==> src/tmr_pkg.sv <==
package tmr_pkg;
   // ************************************************************
   // Register offsets
   // ************************************************************
   localparam logic [7:0] TMR_OFS_OUTPUT_OVERRIDE   = 8'h70;
   localparam logic [7:0] TMR_OFS_CH1_UPPER         = 8'h80;
   localparam logic [7:0] TMR_OFS_CH1_LOWER         = 8'h81;
   localparam logic [7:0] TMR_OFS_CH2_UPPER         = 8'h82;
   localparam logic [7:0] TMR_OFS_CH2_LOWER         = 8'h83;
   localparam logic [7:0] TMR_OFS_INT_UPPER         = 8'h84;
   localparam logic [7:0] TMR_OFS_INT_LOWER         = 8'h85;
   localparam logic [7:0] TMR_OFS_ALARM_FIRST       = 8'h86;
   localparam logic [7:0] TMR_OFS_ALARM_SECOND      = 8'h87;
   // ************************************************************
   // Fields, codes and reset values
   // ************************************************************
   localparam int         TMR_NUM_CH                = 3;
   localparam int         TMR_READ_W                = 11;
   localparam int         TMR_OVR_W                 = 6;
   localparam int         TMR_OVR_GP2_BIT           = 0;
   localparam int         TMR_OVR_GP3_BIT           = 1;
   localparam int         TMR_OVR_HV1_BIT           = 2;
   localparam logic [5:0] TMR_OVR_RESET             = 6'h00;
   localparam logic [10:0] TMR_CODE_DISABLED        = 11'h700;
   localparam logic [10:0] TMR_CODE_MAX             = 11'h3ff;
   localparam logic [7:0] TMR_RD_UNMAPPED           = 8'h00;
   // Conversion slot length per channel, in ns
   localparam int         TMR_SLOT_NS               = 1000;
   localparam int         TMR_CLK_NS                = 10;
   localparam int         TMR_SLOT_CYC              = (TMR_SLOT_NS + TMR_CLK_NS - 1) / TMR_CLK_NS;
endpackage : tmr_pkg

==> src/tmr_channel.sv <==
`timescale 1ns/10ps
// One channel: holds the refreshed reading and the frozen copy for paired reads
module tmr_channel (
   // Clock and reset
   input  wire logic                            i_sys_clk,
   input  wire logic                            i_rst_n,
   input  wire logic                            i_ce,
   // Control
   input  wire logic                            i_enable,
   input  wire logic                            i_update,
   input  wire logic [tmr_pkg::TMR_READ_W-1:0]  i_sample,
   input  wire logic                            i_freeze,
   // Result
   output logic      [tmr_pkg::TMR_READ_W-1:0]  o_live,
   output logic      [tmr_pkg::TMR_READ_W-1:0]  o_frozen
);
   import tmr_pkg::*;

   typedef struct packed {
      logic [TMR_READ_W-1:0] live;
      logic [TMR_READ_W-1:0] frozen;
   } tmr_ch_state_t;

   tmr_ch_state_t s_q;
   tmr_ch_state_t s_d;

   // Next state: refresh while enabled, fixed code otherwise
   always_comb begin
      s_d = s_q;
      if (!i_enable) begin
         s_d.live = TMR_CODE_DISABLED;
      end else if (i_update) begin
         s_d.live = i_sample;
      end
      if (i_freeze) begin
         s_d.frozen = s_d.live;
      end
   end

   // State register
   always_ff @(posedge i_sys_clk or negedge i_rst_n) begin
      if (!i_rst_n) begin
         s_q <= '{live: TMR_CODE_DISABLED, frozen: TMR_CODE_DISABLED};
      end else if (i_ce) begin
         s_q <= s_d;
      end
   end

   assign o_live   = s_q.live;
   assign o_frozen = s_q.frozen;
endmodule : tmr_channel

==> src/tmr_readout.sv <==
`timescale 1ns/10ps
// Overview of operation
// - Read/write override register: bit0 gp2, bit1 gp3, bits2-5 hv1-4, bits6-7 zero.
// - Each of three channels reads as an upper and a lower byte register.
// - Enabled channels refresh their reading automatically on each new conversion.
// - Refresh interval grows with the number of enabled channels sharing conversions.
// - Reading an upper byte freezes the reading as updated in that same cycle for the following lower byte.
// - Upper byte holds bits 10..3; lower holds bits 2..0 at 7..5, rest zero.
// - Readings are 11-bit two's complement, bit 10 is the sign.
// - One code step is a quarter degree Celsius.
// - A disabled or reset channel reads the minus 64 degree code 0x700.
// - Readings above 255.75 degrees clamp to 0x3ff; negatives are not clamped.
// - First alarm register: ch1 bit0, ch2 bit1, internal bit2, rest zero.
// - Second alarm register: ch1 bit0, ch2 bit1, internal bit2, rest zero.
// - Override bits act only on outputs configured for host control.
module tmr_readout #(
   parameter int SLOT_CYC = tmr_pkg::TMR_SLOT_CYC
) (
   // Clock, reset, enable
   input  wire logic                                   i_sys_clk,
   input  wire logic                                   i_rst_n,
   input  wire logic                                   i_ce,
   // Register port from the serial engine
   input  wire logic                                   i_reg_wr,
   input  wire logic                                   i_reg_rd,
   input  wire logic [7:0]                             i_reg_addr,
   input  wire logic [7:0]                             i_reg_wdata,
   output logic      [7:0]                             o_reg_rdata,
   // Measurement front end
   input  wire logic [tmr_pkg::TMR_NUM_CH-1:0]         i_ch_enable,
   input  wire logic [tmr_pkg::TMR_NUM_CH-1:0]         i_ch_sample_valid,
   input  wire logic [tmr_pkg::TMR_NUM_CH*12-1:0]      i_ch_sample,
   output logic      [tmr_pkg::TMR_NUM_CH-1:0]         o_ch_convert,
   // Comparator alarms
   input  wire logic [tmr_pkg::TMR_NUM_CH-1:0]         i_alarm_first,
   input  wire logic [tmr_pkg::TMR_NUM_CH-1:0]         i_alarm_second,
   // Output control
   input  wire logic [tmr_pkg::TMR_OVR_W-1:0]          i_out_host_ctl,
   input  wire logic [tmr_pkg::TMR_OVR_W-1:0]          i_out_default,
   output logic                                        o_general_output_two,
   output logic                                        o_general_output_three,
   output logic      [3:0]                             o_hv_output
);
   import tmr_pkg::*;

   // ************************************************************
   // State
   // ************************************************************
   typedef enum logic [1:0] {
      TMR_SEQ_CH1 = 2'b00,
      TMR_SEQ_CH2 = 2'b01,
      TMR_SEQ_INT = 2'b10
   } tmr_seq_t;

   typedef struct packed {
      logic [TMR_OVR_W-1:0] ovr;
      tmr_seq_t             seq;
      logic [15:0]          slot_cnt;
      logic [TMR_NUM_CH-1:0] convert;
      logic [7:0]           rdata;
      logic [TMR_OVR_W-1:0] outs;
   } tmr_state_t;

   tmr_state_t s_q;
   tmr_state_t s_d;

   logic [TMR_NUM_CH-1:0]            upd;
   logic [TMR_NUM_CH-1:0]            frz;
   logic [TMR_NUM_CH*TMR_READ_W-1:0] samp;
   logic [TMR_NUM_CH*TMR_READ_W-1:0] live;
   logic [TMR_NUM_CH*TMR_READ_W-1:0] frozen;

   // ************************************************************
   // Functions
   // ************************************************************
   // Clamp a 12-bit signed raw code, LSB = 0.25 C, to the 11-bit maximum; negatives are not clamped
   function automatic logic [TMR_READ_W-1:0] tmr_clamp(input logic [11:0] raw);
      if (!raw[11] && (raw[10] || raw[9:0] == 10'h3ff)) begin
         tmr_clamp = TMR_CODE_MAX;
      end else if (raw[11]) begin
         tmr_clamp = {1'b1, raw[9:0]};
      end else begin
         tmr_clamp = raw[10:0];
      end
   endfunction : tmr_clamp

   // Next channel in the conversion rotation
   function automatic tmr_seq_t tmr_next(input tmr_seq_t cur);
      case (cur)
         TMR_SEQ_CH1: tmr_next = TMR_SEQ_CH2;
         TMR_SEQ_CH2: tmr_next = TMR_SEQ_INT;
         TMR_SEQ_INT: tmr_next = TMR_SEQ_CH1;
         default:     tmr_next = TMR_SEQ_CH1;
      endcase
   endfunction : tmr_next

   // ************************************************************
   // Channels
   // ************************************************************
   genvar g;
   generate
      for (g = 0; g < TMR_NUM_CH; g++) begin : g_ch
         // Sample accepted only for the channel currently converting
         assign upd[g] = i_ch_sample_valid[g] & s_q.convert[g];
         assign samp[g*TMR_READ_W +: TMR_READ_W] = tmr_clamp(i_ch_sample[g*12 +: 12]);
         assign frz[g] = i_reg_rd & (i_reg_addr == TMR_OFS_CH1_UPPER + 8'(2*g));
         tmr_channel u_ch (
            .i_sys_clk (i_sys_clk),
            .i_rst_n   (i_rst_n),
            .i_ce      (i_ce),
            .i_enable  (i_ch_enable[g]),
            .i_update  (upd[g]),
            .i_sample  (samp[g*TMR_READ_W +: TMR_READ_W]),
            .i_freeze  (frz[g]),
            .o_live    (live[g*TMR_READ_W +: TMR_READ_W]),
            .o_frozen  (frozen[g*TMR_READ_W +: TMR_READ_W])
         );
      end
   endgenerate

   // ************************************************************
   // Next state
   // ************************************************************
   always_comb begin
      logic [TMR_READ_W-1:0] v;
      v   = '0;
      s_d = s_q;

      // Round robin over enabled channels; each takes one slot
      s_d.convert = '0;
      if (i_ch_enable == '0) begin
         s_d.slot_cnt = '0;
      end else if (s_q.slot_cnt >= 16'(SLOT_CYC - 1)) begin
         s_d.slot_cnt = '0;
         s_d.seq      = tmr_next(s_q.seq);
         if (i_ch_enable[tmr_next(s_q.seq)]) begin
            s_d.convert[tmr_next(s_q.seq)] = 1'b1;
         end else if (i_ch_enable[tmr_next(tmr_next(s_q.seq))]) begin
            s_d.seq = tmr_next(tmr_next(s_q.seq));
            s_d.convert[tmr_next(tmr_next(s_q.seq))] = 1'b1;
         end else begin
            s_d.convert[s_q.seq] = i_ch_enable[s_q.seq];
            s_d.seq = s_q.seq;
         end
      end else begin
         s_d.slot_cnt = s_q.slot_cnt + 16'h0001;
         s_d.convert  = s_q.convert;
      end

      // Register write
      if (i_reg_wr && i_reg_addr == TMR_OFS_OUTPUT_OVERRIDE) begin
         s_d.ovr = i_reg_wdata[TMR_OVR_W-1:0];
      end

      // Register read data, captured on the read strobe
      if (i_reg_rd) begin
         case (i_reg_addr)
            TMR_OFS_OUTPUT_OVERRIDE: s_d.rdata = {2'b00, s_q.ovr};
            TMR_OFS_CH1_UPPER: s_d.rdata = live[0*TMR_READ_W+3 +: 8];
            TMR_OFS_CH2_UPPER: s_d.rdata = live[1*TMR_READ_W+3 +: 8];
            TMR_OFS_INT_UPPER: s_d.rdata = live[2*TMR_READ_W+3 +: 8];
            TMR_OFS_CH1_LOWER: begin
               v = frozen[0*TMR_READ_W +: TMR_READ_W];
               s_d.rdata = {v[2:0], 5'h00};
            end
            TMR_OFS_CH2_LOWER: begin
               v = frozen[1*TMR_READ_W +: TMR_READ_W];
               s_d.rdata = {v[2:0], 5'h00};
            end
            TMR_OFS_INT_LOWER: begin
               v = frozen[2*TMR_READ_W +: TMR_READ_W];
               s_d.rdata = {v[2:0], 5'h00};
            end
            TMR_OFS_ALARM_FIRST:  s_d.rdata = {5'h00, i_alarm_first};
            TMR_OFS_ALARM_SECOND: s_d.rdata = {5'h00, i_alarm_second};
            default: s_d.rdata = TMR_RD_UNMAPPED;
         endcase
      end

      // Outputs under host control follow the override bit
      s_d.outs = (i_out_host_ctl & s_q.ovr) | (~i_out_host_ctl & i_out_default);
   end

   // ************************************************************
   // Registers
   // ************************************************************
   always_ff @(posedge i_sys_clk or negedge i_rst_n) begin
      if (!i_rst_n) begin
         s_q <= '{ovr: TMR_OVR_RESET, seq: TMR_SEQ_INT, slot_cnt: 16'h0000,
                  convert: 3'h0, rdata: 8'h00, outs: 6'h00};
      end else if (i_ce) begin
         s_q <= s_d;
      end
   end

   // ************************************************************
   // Outputs
   // ************************************************************
   assign o_reg_rdata            = s_q.rdata;
   assign o_ch_convert           = s_q.convert;
   assign o_general_output_two   = s_q.outs[TMR_OVR_GP2_BIT];
   assign o_general_output_three = s_q.outs[TMR_OVR_GP3_BIT];
   assign o_hv_output            = s_q.outs[TMR_OVR_HV1_BIT +: 4];
endmodule : tmr_readout

==> config.mk <==
export PLATFORM = sky130hd
export DESIGN_NAME = tmr_readout
export DESIGN_NICKNAME = d
export VERILOG_FILES = /design/src/tmr_pkg.sv /design/src/tmr_channel.sv /design/src/tmr_readout.sv
export SDC_FILE = /design/constraint.sdc
export NUM_CORES = 1
export LEC_CHECK = 0
export ABC_AREA = 1
export BUFFER_PORTS_ARGS = -buffer_cell sky130_fd_sc_hd__buf_2
export CORE_MARGIN = 4
export CORE_UTILIZATION = 58
export CTS_CLUSTER_SIZE = 12
export DETAILED_ROUTE_END_ITERATION = 8
export PLACE_DENSITY = 0.82
export SLEW_MARGIN = 0
export SYNTH_ARGS = -nofsm -noshare
export SYNTH_HDL_FRONTEND = slang
export SYNTH_HIERARCHICAL = 1
export SYNTH_SLANG_ARGS = --single-unit
==> constraint.sdc <==
create_clock -name i_sys_clk -period 1.45 [get_ports i_sys_clk]
set_input_delay 0.145 -clock i_sys_clk [delete_from_list [all_inputs] [get_ports i_sys_clk]]
set_output_delay 0.145 -clock i_sys_clk [all_outputs]
set_load 0.02 [all_outputs]
==> metrics.md, run 1 <==
| Metric | Value |
|---|---|
| Status | `completed` |
| CP max-delay cell | `dfstp_2` |
| Tightest Pin Transition | `0.6150 ns` |
| Die area | `10,800 um^2` |
| Mapped Nets | `823` |
| Final setup TNS | `0 ns` |
| Max-cap viol count | `0` |
| Number of core rows | `34` |
| Port-buffer cells | `95` |
| Critical path buffer and inverter count | `1` |
| Post-Syn Instances | `741` |
| Area grow syn2layout | `14.44%` |
| Syn Area/Cell | `7.202 um^2` |
| 1st-iter DRT viols | `271` |
| Hold Path Class | `in -> reg` |
| TritonCTS clock tree | `yes` |
| DR DRC count | `0` |
| Leakage power | `3.528 nW` |
| Non-Filler Instances | `938` |
| Place WS | `-0.01603 ns` |
| Netlist Area Pre-Place | `5336 um^2` |
| R2R Setup Slk | `0.001 ns` |
| CP Data Required Time | `1.69 ns` |
| Number of inserted diodes | `0` |
| First-pass GRT wire length | `20.89 mm` |
| Final hold slack | `0.02365 ns` |
| Clock-pin slew on the worst setup and hold paths | `0.08 ns` |
| Maximum achievable frequency | `690.3 MHz` |
| Pwr dens | `920.6 nW/um^2` |
| Ys Warns | `6` |
| Die width | `103.9 um` |
| Worst-case reg-to-reg path depth | `8` |
| Slew Limit Fails | `0` |
| Slew margin rel. | `0.5892` |
| Clock Sinks | `83` |
| Fin Clk Skew | `0.01138 ns` |
| CP cell instances | `buf_6 > nor3_1 > nor2_1 > o21ai_1 > nand2_2 > nand3_2 > nand2_1 > nand2_1` |
| CTS buffer count | `9` |
| Worst r2r src | `s_q[34]` |
| Total congestion overflow | `0` |
| DR vias | `4,913` |
| Final hold vios | `0` |
| Min cycle time layout | `1.449 ns` |
| Gp weighted congestion | `0.8983` |
| Setup crit end kind | `register` |
| Mean number of vias per cell | `5.238` |
| CP Capture Point | `s_q[33]` |
| GRT Overall Usage | `0.2342` |
| Initial cell density of the core | `0.6031` |
| DIE HEIGHT | `103.9 um` |
| Antenna-violating nets left | `0` |
| Startpoint Class | `register` |
| Crit Path Category | `reg -> reg` |
| Pin count of the biggest net entering global routing | `33` |
| IO Count | `98` |
| CP peak stage delay | `0.64 ns` |
| Initial antenna violation count | `0` |
| FF-to-FF End | `s_q[33]` |
| Fraction of layout cells with a size suffix above 1 | `0.3434` |
| Fill cell count | `738` |
| Crit path max fanout | `7` |
| Worst setup margin | `0.001428 ns` |
| Crit path DAT | `1.69 ns` |
| RSZ-0062 raised after global routing | `yes` |
| Worst skew pair latency | `0.35 ns` |
| DP HPWL | `9.614 mm` |
| Fin crit share | `0.9990` |
| Pre-antenna DRT Iters | `5` |
| Fin util | `0.6902` |
| Delay-heaviest family, CP | `flip-flops` |
| CP startpoint | `s_q[34]` |
| Final-stage net count | `907` |
| Final setup viols | `0` |
| Core ar. | `8848 um^2` |
| Placed insts | `913` |
| CP dominant cell by count | `nand2_1` |
| Root Driver | `clkbuf_8` |
| Routed WL | `12.65 mm` |
| Vias in the first global route | `4,741` |
| CTS H-tree lvls | `3` |
| Worst ir drop on vdd | `542.8 uV` |
| CP Depth | `8` |
| WL/cell | `13.48 um` |
| Clk buf depth | `2` |
## report_power, final
| part | switching [mW] | internal, mW |
|---|---|---|
| Sequential | 0.180 | 2.50 |
| Clock | 0.836 | 0.963 |
| Combinational | 0.666 | 0.474 |
| Total | 1.68 | 3.94 |
## worst min-delay path by stage
stage / end / start / slack (ns) / cells after the start
floorplan: g_ch[0].u_ch/o_frozen[0] / i_rst_n / -0.15 / 0
CTS: s_q[38] / i_reg_wdata[3] / 0.01 / 3
detailed placement: s_q[35] / i_rst_n / 0.06 / 1
global placement: s_q[40] / i_rst_n / 0.06 / 1
global route: s_q[38] / i_reg_wdata[3] / 0.03 / 3
finish: s_q[38] / i_reg_wdata[3] / 0.02 / 3
## final cells by class
cell class / instances / area [um^2] / area share
clock buffers: 9 / 123.9 / 0.02028
multi-input cells: 521 / 2609 / 0.4272
inverters: 89 / 334.1 / 0.05470
flip-flops and latches: 83 / 2090 / 0.3421
repair buffers: 121 / 723.2 / 0.1184
clock inverters: 7 / 92.59 / 0.01516
well taps: 108 / 135.1 / 0.02213
## flip-flops by register name, summed over array words and instances, names as in the netlist
name,cells
g_ch.u_ch/o_frozen,9
o_ch_convert,3
o_hv_output,4
s_q,24
g_ch.u_ch/o_live,33
o_general_output_two,1
o_general_output_three,1
o_reg_rdata,8
## metrics by stage
stage | instance area, um^2 | total power [mW]
floorplan | 5336 | 3.350
detailed placement | 5763 | 3.704
finish | 6107 | 5.622
CTS | 6007 | 5.510
global placement | 5763 | 3.652
global route | 6107 | 5.911
## cells in the final DEF (no fill, tap or decap), types with 2 or more instances in the layout
cell and n:
dlygate4sd3_1 2, buf_4 20, dfrtp_1 73, nor3_1 6, bufinv_16 2, nand2_4 2
buf_6 2, xor2_1 3, inv_1 71, buf_12 3, buf_2 94, nor3_2 2
a21oi_2 2, nand2_2 92, nand2_1 239, nand3_1 61, dfstp_2 10, clkbuf_8 9
a21oi_1 3, inv_2 17, nor2_2 6, nand3_2 13, nand4_1 18, clkinv_2 2
nor2_1 43, o21ai_1 7, o211ai_1 2, mux2i_1 4, o21bai_1 3, clkinvlp_4 3
o21ai_0 5
## worst register-to-register path: stages, from the launching register on
cell	delay, ns
dfstp_2	0.64
buf_6	0.12
nor3_1	0.04
nor2_1	0.15
o21ai_1	0.10
nand2_2	0.11
nand3_2	0.08
nand2_1	0.07
nand2_1	0.05
## timing repair
action | CTS | global route
resized for setup | 2 | 16
hold buffers | 2 | 0
pin swaps | 0 | 6
setup endpoints to repair | 2 | 10
buffers inserted | 0 | 7
hold endpoints to repair | 48 | 0
## per-layer routing
| metal | GRT usage | share of wire | vias up |
|---|---|---|---|
| met3 | 0.03290 | 0.053 | 29 |
| met2 | 0.3983 | 0.51 | 163 |
| li1 | - | - | 2427 |
| met1 | 0.3005 | 0.41 | 2294 |
| met5 | 0 | 0 | - |
| met4 | 0.09592 | 0.020 | 0 |
No activity file was read; power rests on OpenSTA's default activity.
==> run 2: changes to the inputs <==
Settings changed: CORE_MARGIN 4 to 5, CTS_BUF_LIST from default to sky130_fd_sc_hd__clkbuf_8 sky130_fd_sc_hd__clkbuf_16, TNS_END_PERCENT from default to 10.
==> run 2 against run 1 <==
  * Register-to-register slack better by 0.05 ns
  * Sequential power hardly changed
  * Critical path depth fell by 1
  * Fmax rose by 3.6%
  * Non-clock buffer count is 1 lower
  * Worst setup slack better by 0.051 ns
  * Die area increased by 3.9%
  * Cell area down 0.16%
  * Cell count up 0.21%
  * Hold slack worse by 0.014 ns
  * Clock skew decreased by 0.0026 ns
  * Critical endpoint is now s_q[23]
  * Largest cell class unchanged
==> metrics.md, run 2 (synthesis results as in run 1) <==
| Metric | Value |
|---|---|
| Slew margin rel. | `0.5698 (-0.01936)` |
| Final-stage net count | `906 (-0.11%)` |
| CP dominant cell by count | `nor2_1` |
| Fill cell count | `764 (+3.5%)` |
| DR DRC count | `0 (unchanged)` |
| Final setup viols | `0 (unchanged)` |
| Pre-antenna DRT Iters | `4 (-1)` |
| IO Count | `98 (unchanged)` |
| Number of core rows | `35 (+2.9%)` |
| GR Util met3 | `0.03825 (+0.005353)` |
| Total congestion overflow | `0 (unchanged)` |
| Core ar. | `9109 um^2 (+2.9%)` |
| Crit path DAT | `1.69 ns (about the same)` |
| CP peak stage delay | `0.41 ns (-0.23 ns)` |
| CP Capture Point | `s_q[23]` |
| R2R Setup Slk | `0.05 ns (+0.05 ns)` |
| Tightest Pin Transition | `0.6440 ns (+0.02898 ns)` |
| DP HPWL | `9.958 mm (+3.6%)` |
| Worst-case reg-to-reg path depth | `7 (-1)` |
| Critical path buffer and inverter count | `1 (unchanged)` |
| Most frequent cells in the layout | `nand2_1, buf_2, nand2_2` |
| Worst skew pair latency | `0.36 ns (about the same)` |
| Worst setup margin | `0.05231 ns (+0.05088 ns)` |
| Final hold vios | `0 (unchanged)` |
| CP startpoint | `s_q[18]` |
| Number of inserted diodes | `0 (unchanged)` |
| DR vias | `4,883 (-0.61%)` |
| Max reg flops | `33 (unchanged)` |
| Final hold slack | `0.009520 ns (-0.01413 ns)` |
| Worst r2r src | `s_q[18]` |
| Min cycle time layout | `1.398 ns (-0.05088 ns)` |
| Crit path max fanout | `5 (-2)` |
| Antenna-violating nets left | `0 (unchanged)` |
| Area grow syn2layout | `14.26%` |
| Startpoint Class | `register` |
| Routed WL | `12.87 mm (+1.7%)` |
| Fin crit share | `0.9639 (-0.03509)` |
| Clock Sinks | `83 (unchanged)` |
| Most common cell after layout, fill and taps aside | `nand2_1` |
| Clock-pin slew on the worst setup and hold paths | `0.09 ns (about the same)` |
| Delay-heaviest family, CP | `simple AND/OR/NAND/NOR gates` |
| Mean number of vias per cell | `5.195 (-0.82%)` |
| Fin Clk Skew | `0.008748 ns (-0.002630 ns)` |
| CTS H-tree lvls | `3 (unchanged)` |
| TritonCTS clock tree | `yes` |
| Gp weighted congestion | `0.9078 (+1.1%)` |
| Initial cell density of the core | `0.5859 (-0.01723)` |
| GRT Overall Usage | `0.2337 (-0.0004904)` |
| Die area | `11,220 um^2 (+3.9%)` |
| Place WS | `-0.02046 ns (-0.004429 ns)` |
| Vias in the first global route | `4,824 (+1.8%)` |
| Maximum achievable frequency | `715.5 MHz (+3.6%)` |
| Crit Path Category | `reg -> reg` |
| Max-cap viol count | `0 (unchanged)` |
| Root Driver | `clkbuf_8` |
| CP Data Required Time | `1.75 ns (+0.06 ns)` |
| GR Util met2 | `0.3862 (-0.01217)` |
| CTS buffer count | `9 (unchanged)` |
| Slew Limit Fails | `0 (unchanged)` |
| Non-Filler Instances | `940 (+0.21%)` |
| FF-to-FF End | `s_q[23]` |
| RSZ-0062 raised after global routing | `yes` |
| Status | `completed` |
| First-pass GRT wire length | `21.45 mm (+2.7%)` |
| DIE HEIGHT | `105.9 um (+1.9%)` |
| Die width | `105.9 um (+1.9%)` |
| WL/cell | `13.69 um (+1.5%)` |
| Hold Path Class | `in -> reg` |
| Gr busiest metal | `met2` |
| Placed insts | `919 (+0.66%)` |
| CP Depth | `7 (-1)` |
| GRT met1 Usage | `0.3106 (+0.01008)` |
| Worst ir drop on vdd | `641.8 uV (+18%)` |
| Port-buffer cells | `95 (unchanged)` |
| CP cell instances | `ha_2 > nor2_1 > a21o_1 > nand4_1 > nand2_2 > inv_4 > nor2_1` |
| 1st-iter DRT viols | `274 (+1.1%)` |
| Pwr dens | `942.3 nW/um^2 (+2.4%)` |
| Setup crit end kind | `register` |
| Pin count of the biggest net entering global routing | `39 (+18%)` |
| CP max-delay cell | `dfrtp_1` |
| Clk buf depth | `2 (unchanged)` |
| Leakage power | `3.536 nW (+0.24%)` |
| Initial antenna violation count | `0 (unchanged)` |
| Fraction of layout cells with a size suffix above 1 | `0.3414 (-0.001998)` |
| Fin util | `0.6694 (-0.02082)` |
-- run 2: per-layer routing --
| metal | up-vias | part of all wire |
|---|---|---|
| met5 | - | 0 |
| met4 | 0 | 0.022 |
| met3 | 33 | 0.067 |
| met2 | 180 | 0.47 |
| met1 | 2244 | 0.44 |
| li1 | 2426 | - |
-- run 2: layout make-up --
class	instances	area [um^2]	share of cell area
clock buffers	9	123.9	0.02032
clock inverters	7	106.4	0.01744
inverters	89	336.6	0.05520
multi-input cells	521	2609	0.4279
flip-flops and latches	83	2090	0.3427
well taps	111	138.9	0.02278
repair buffers	120	693.2	0.1137
-- run 2: worst min-delay path by stage --
stage / start / endpoint / slack [ns] / cells past startpoint
2_1_floorplan: i_rst_n / g_ch[0].u_ch/o_frozen[0] / -0.15 / 0
3_3_place_gp: i_rst_n / s_q[37] / 0.08 / 1
3_5_place_dp: i_rst_n / s_q[37] / 0.09 / 1
4_1_cts: i_reg_wdata[3] / s_q[38] / 0.006 / 3
5_1_grt: i_reg_wdata[2] / s_q[37] / 0.02 / 3
6_report: i_reg_wdata[3] / s_q[38] / 0.01 / 3
-- run 2: through the flow --
stage          power, mW  area (um^2)  TNS (ns)
2_1_floorplan      3.350         5336         0
3_3_place_gp       3.661         5777         0
3_5_place_dp       3.723         5777  -0.05483
4_1_cts            5.659         6017  -0.01662
5_1_grt            6.005         6097   -0.3399
6_report           5.745         6097         0
-- run 2: where the power goes --
| part | switching [mW] | internal (mW) | total, mW |
|---|---|---|---|
| clock network | 0.942 | 1.00 | 1.95 |
| registers | 0.181 | 2.50 | 2.68 |
| logic | 0.667 | 0.449 | 1.12 |
| total | 1.79 | 3.96 | 5.75 |
-- run 2: worst register-to-register path, delay by kind of cell, from the launching register on --
family / cells / cell delay [ns]
AO/OA/AOI/OAI: 1 / 0.18
adder cells (fa/ha/maj): 1 / 0.18
buffers and inverters: 1 / 0.06
flip-flops: 1 / 0.41
AND/OR/NAND/NOR: 4 / 0.50
-- run 2: repair_timing --
action,CTS,global route
setup buffers,0,4
hold endpoints to repair,23,0
resized for setup,0,15
gates cloned,0,0
endpoints found under the setup margin,1,11
pin swaps,0,3
hold buffers,1,0
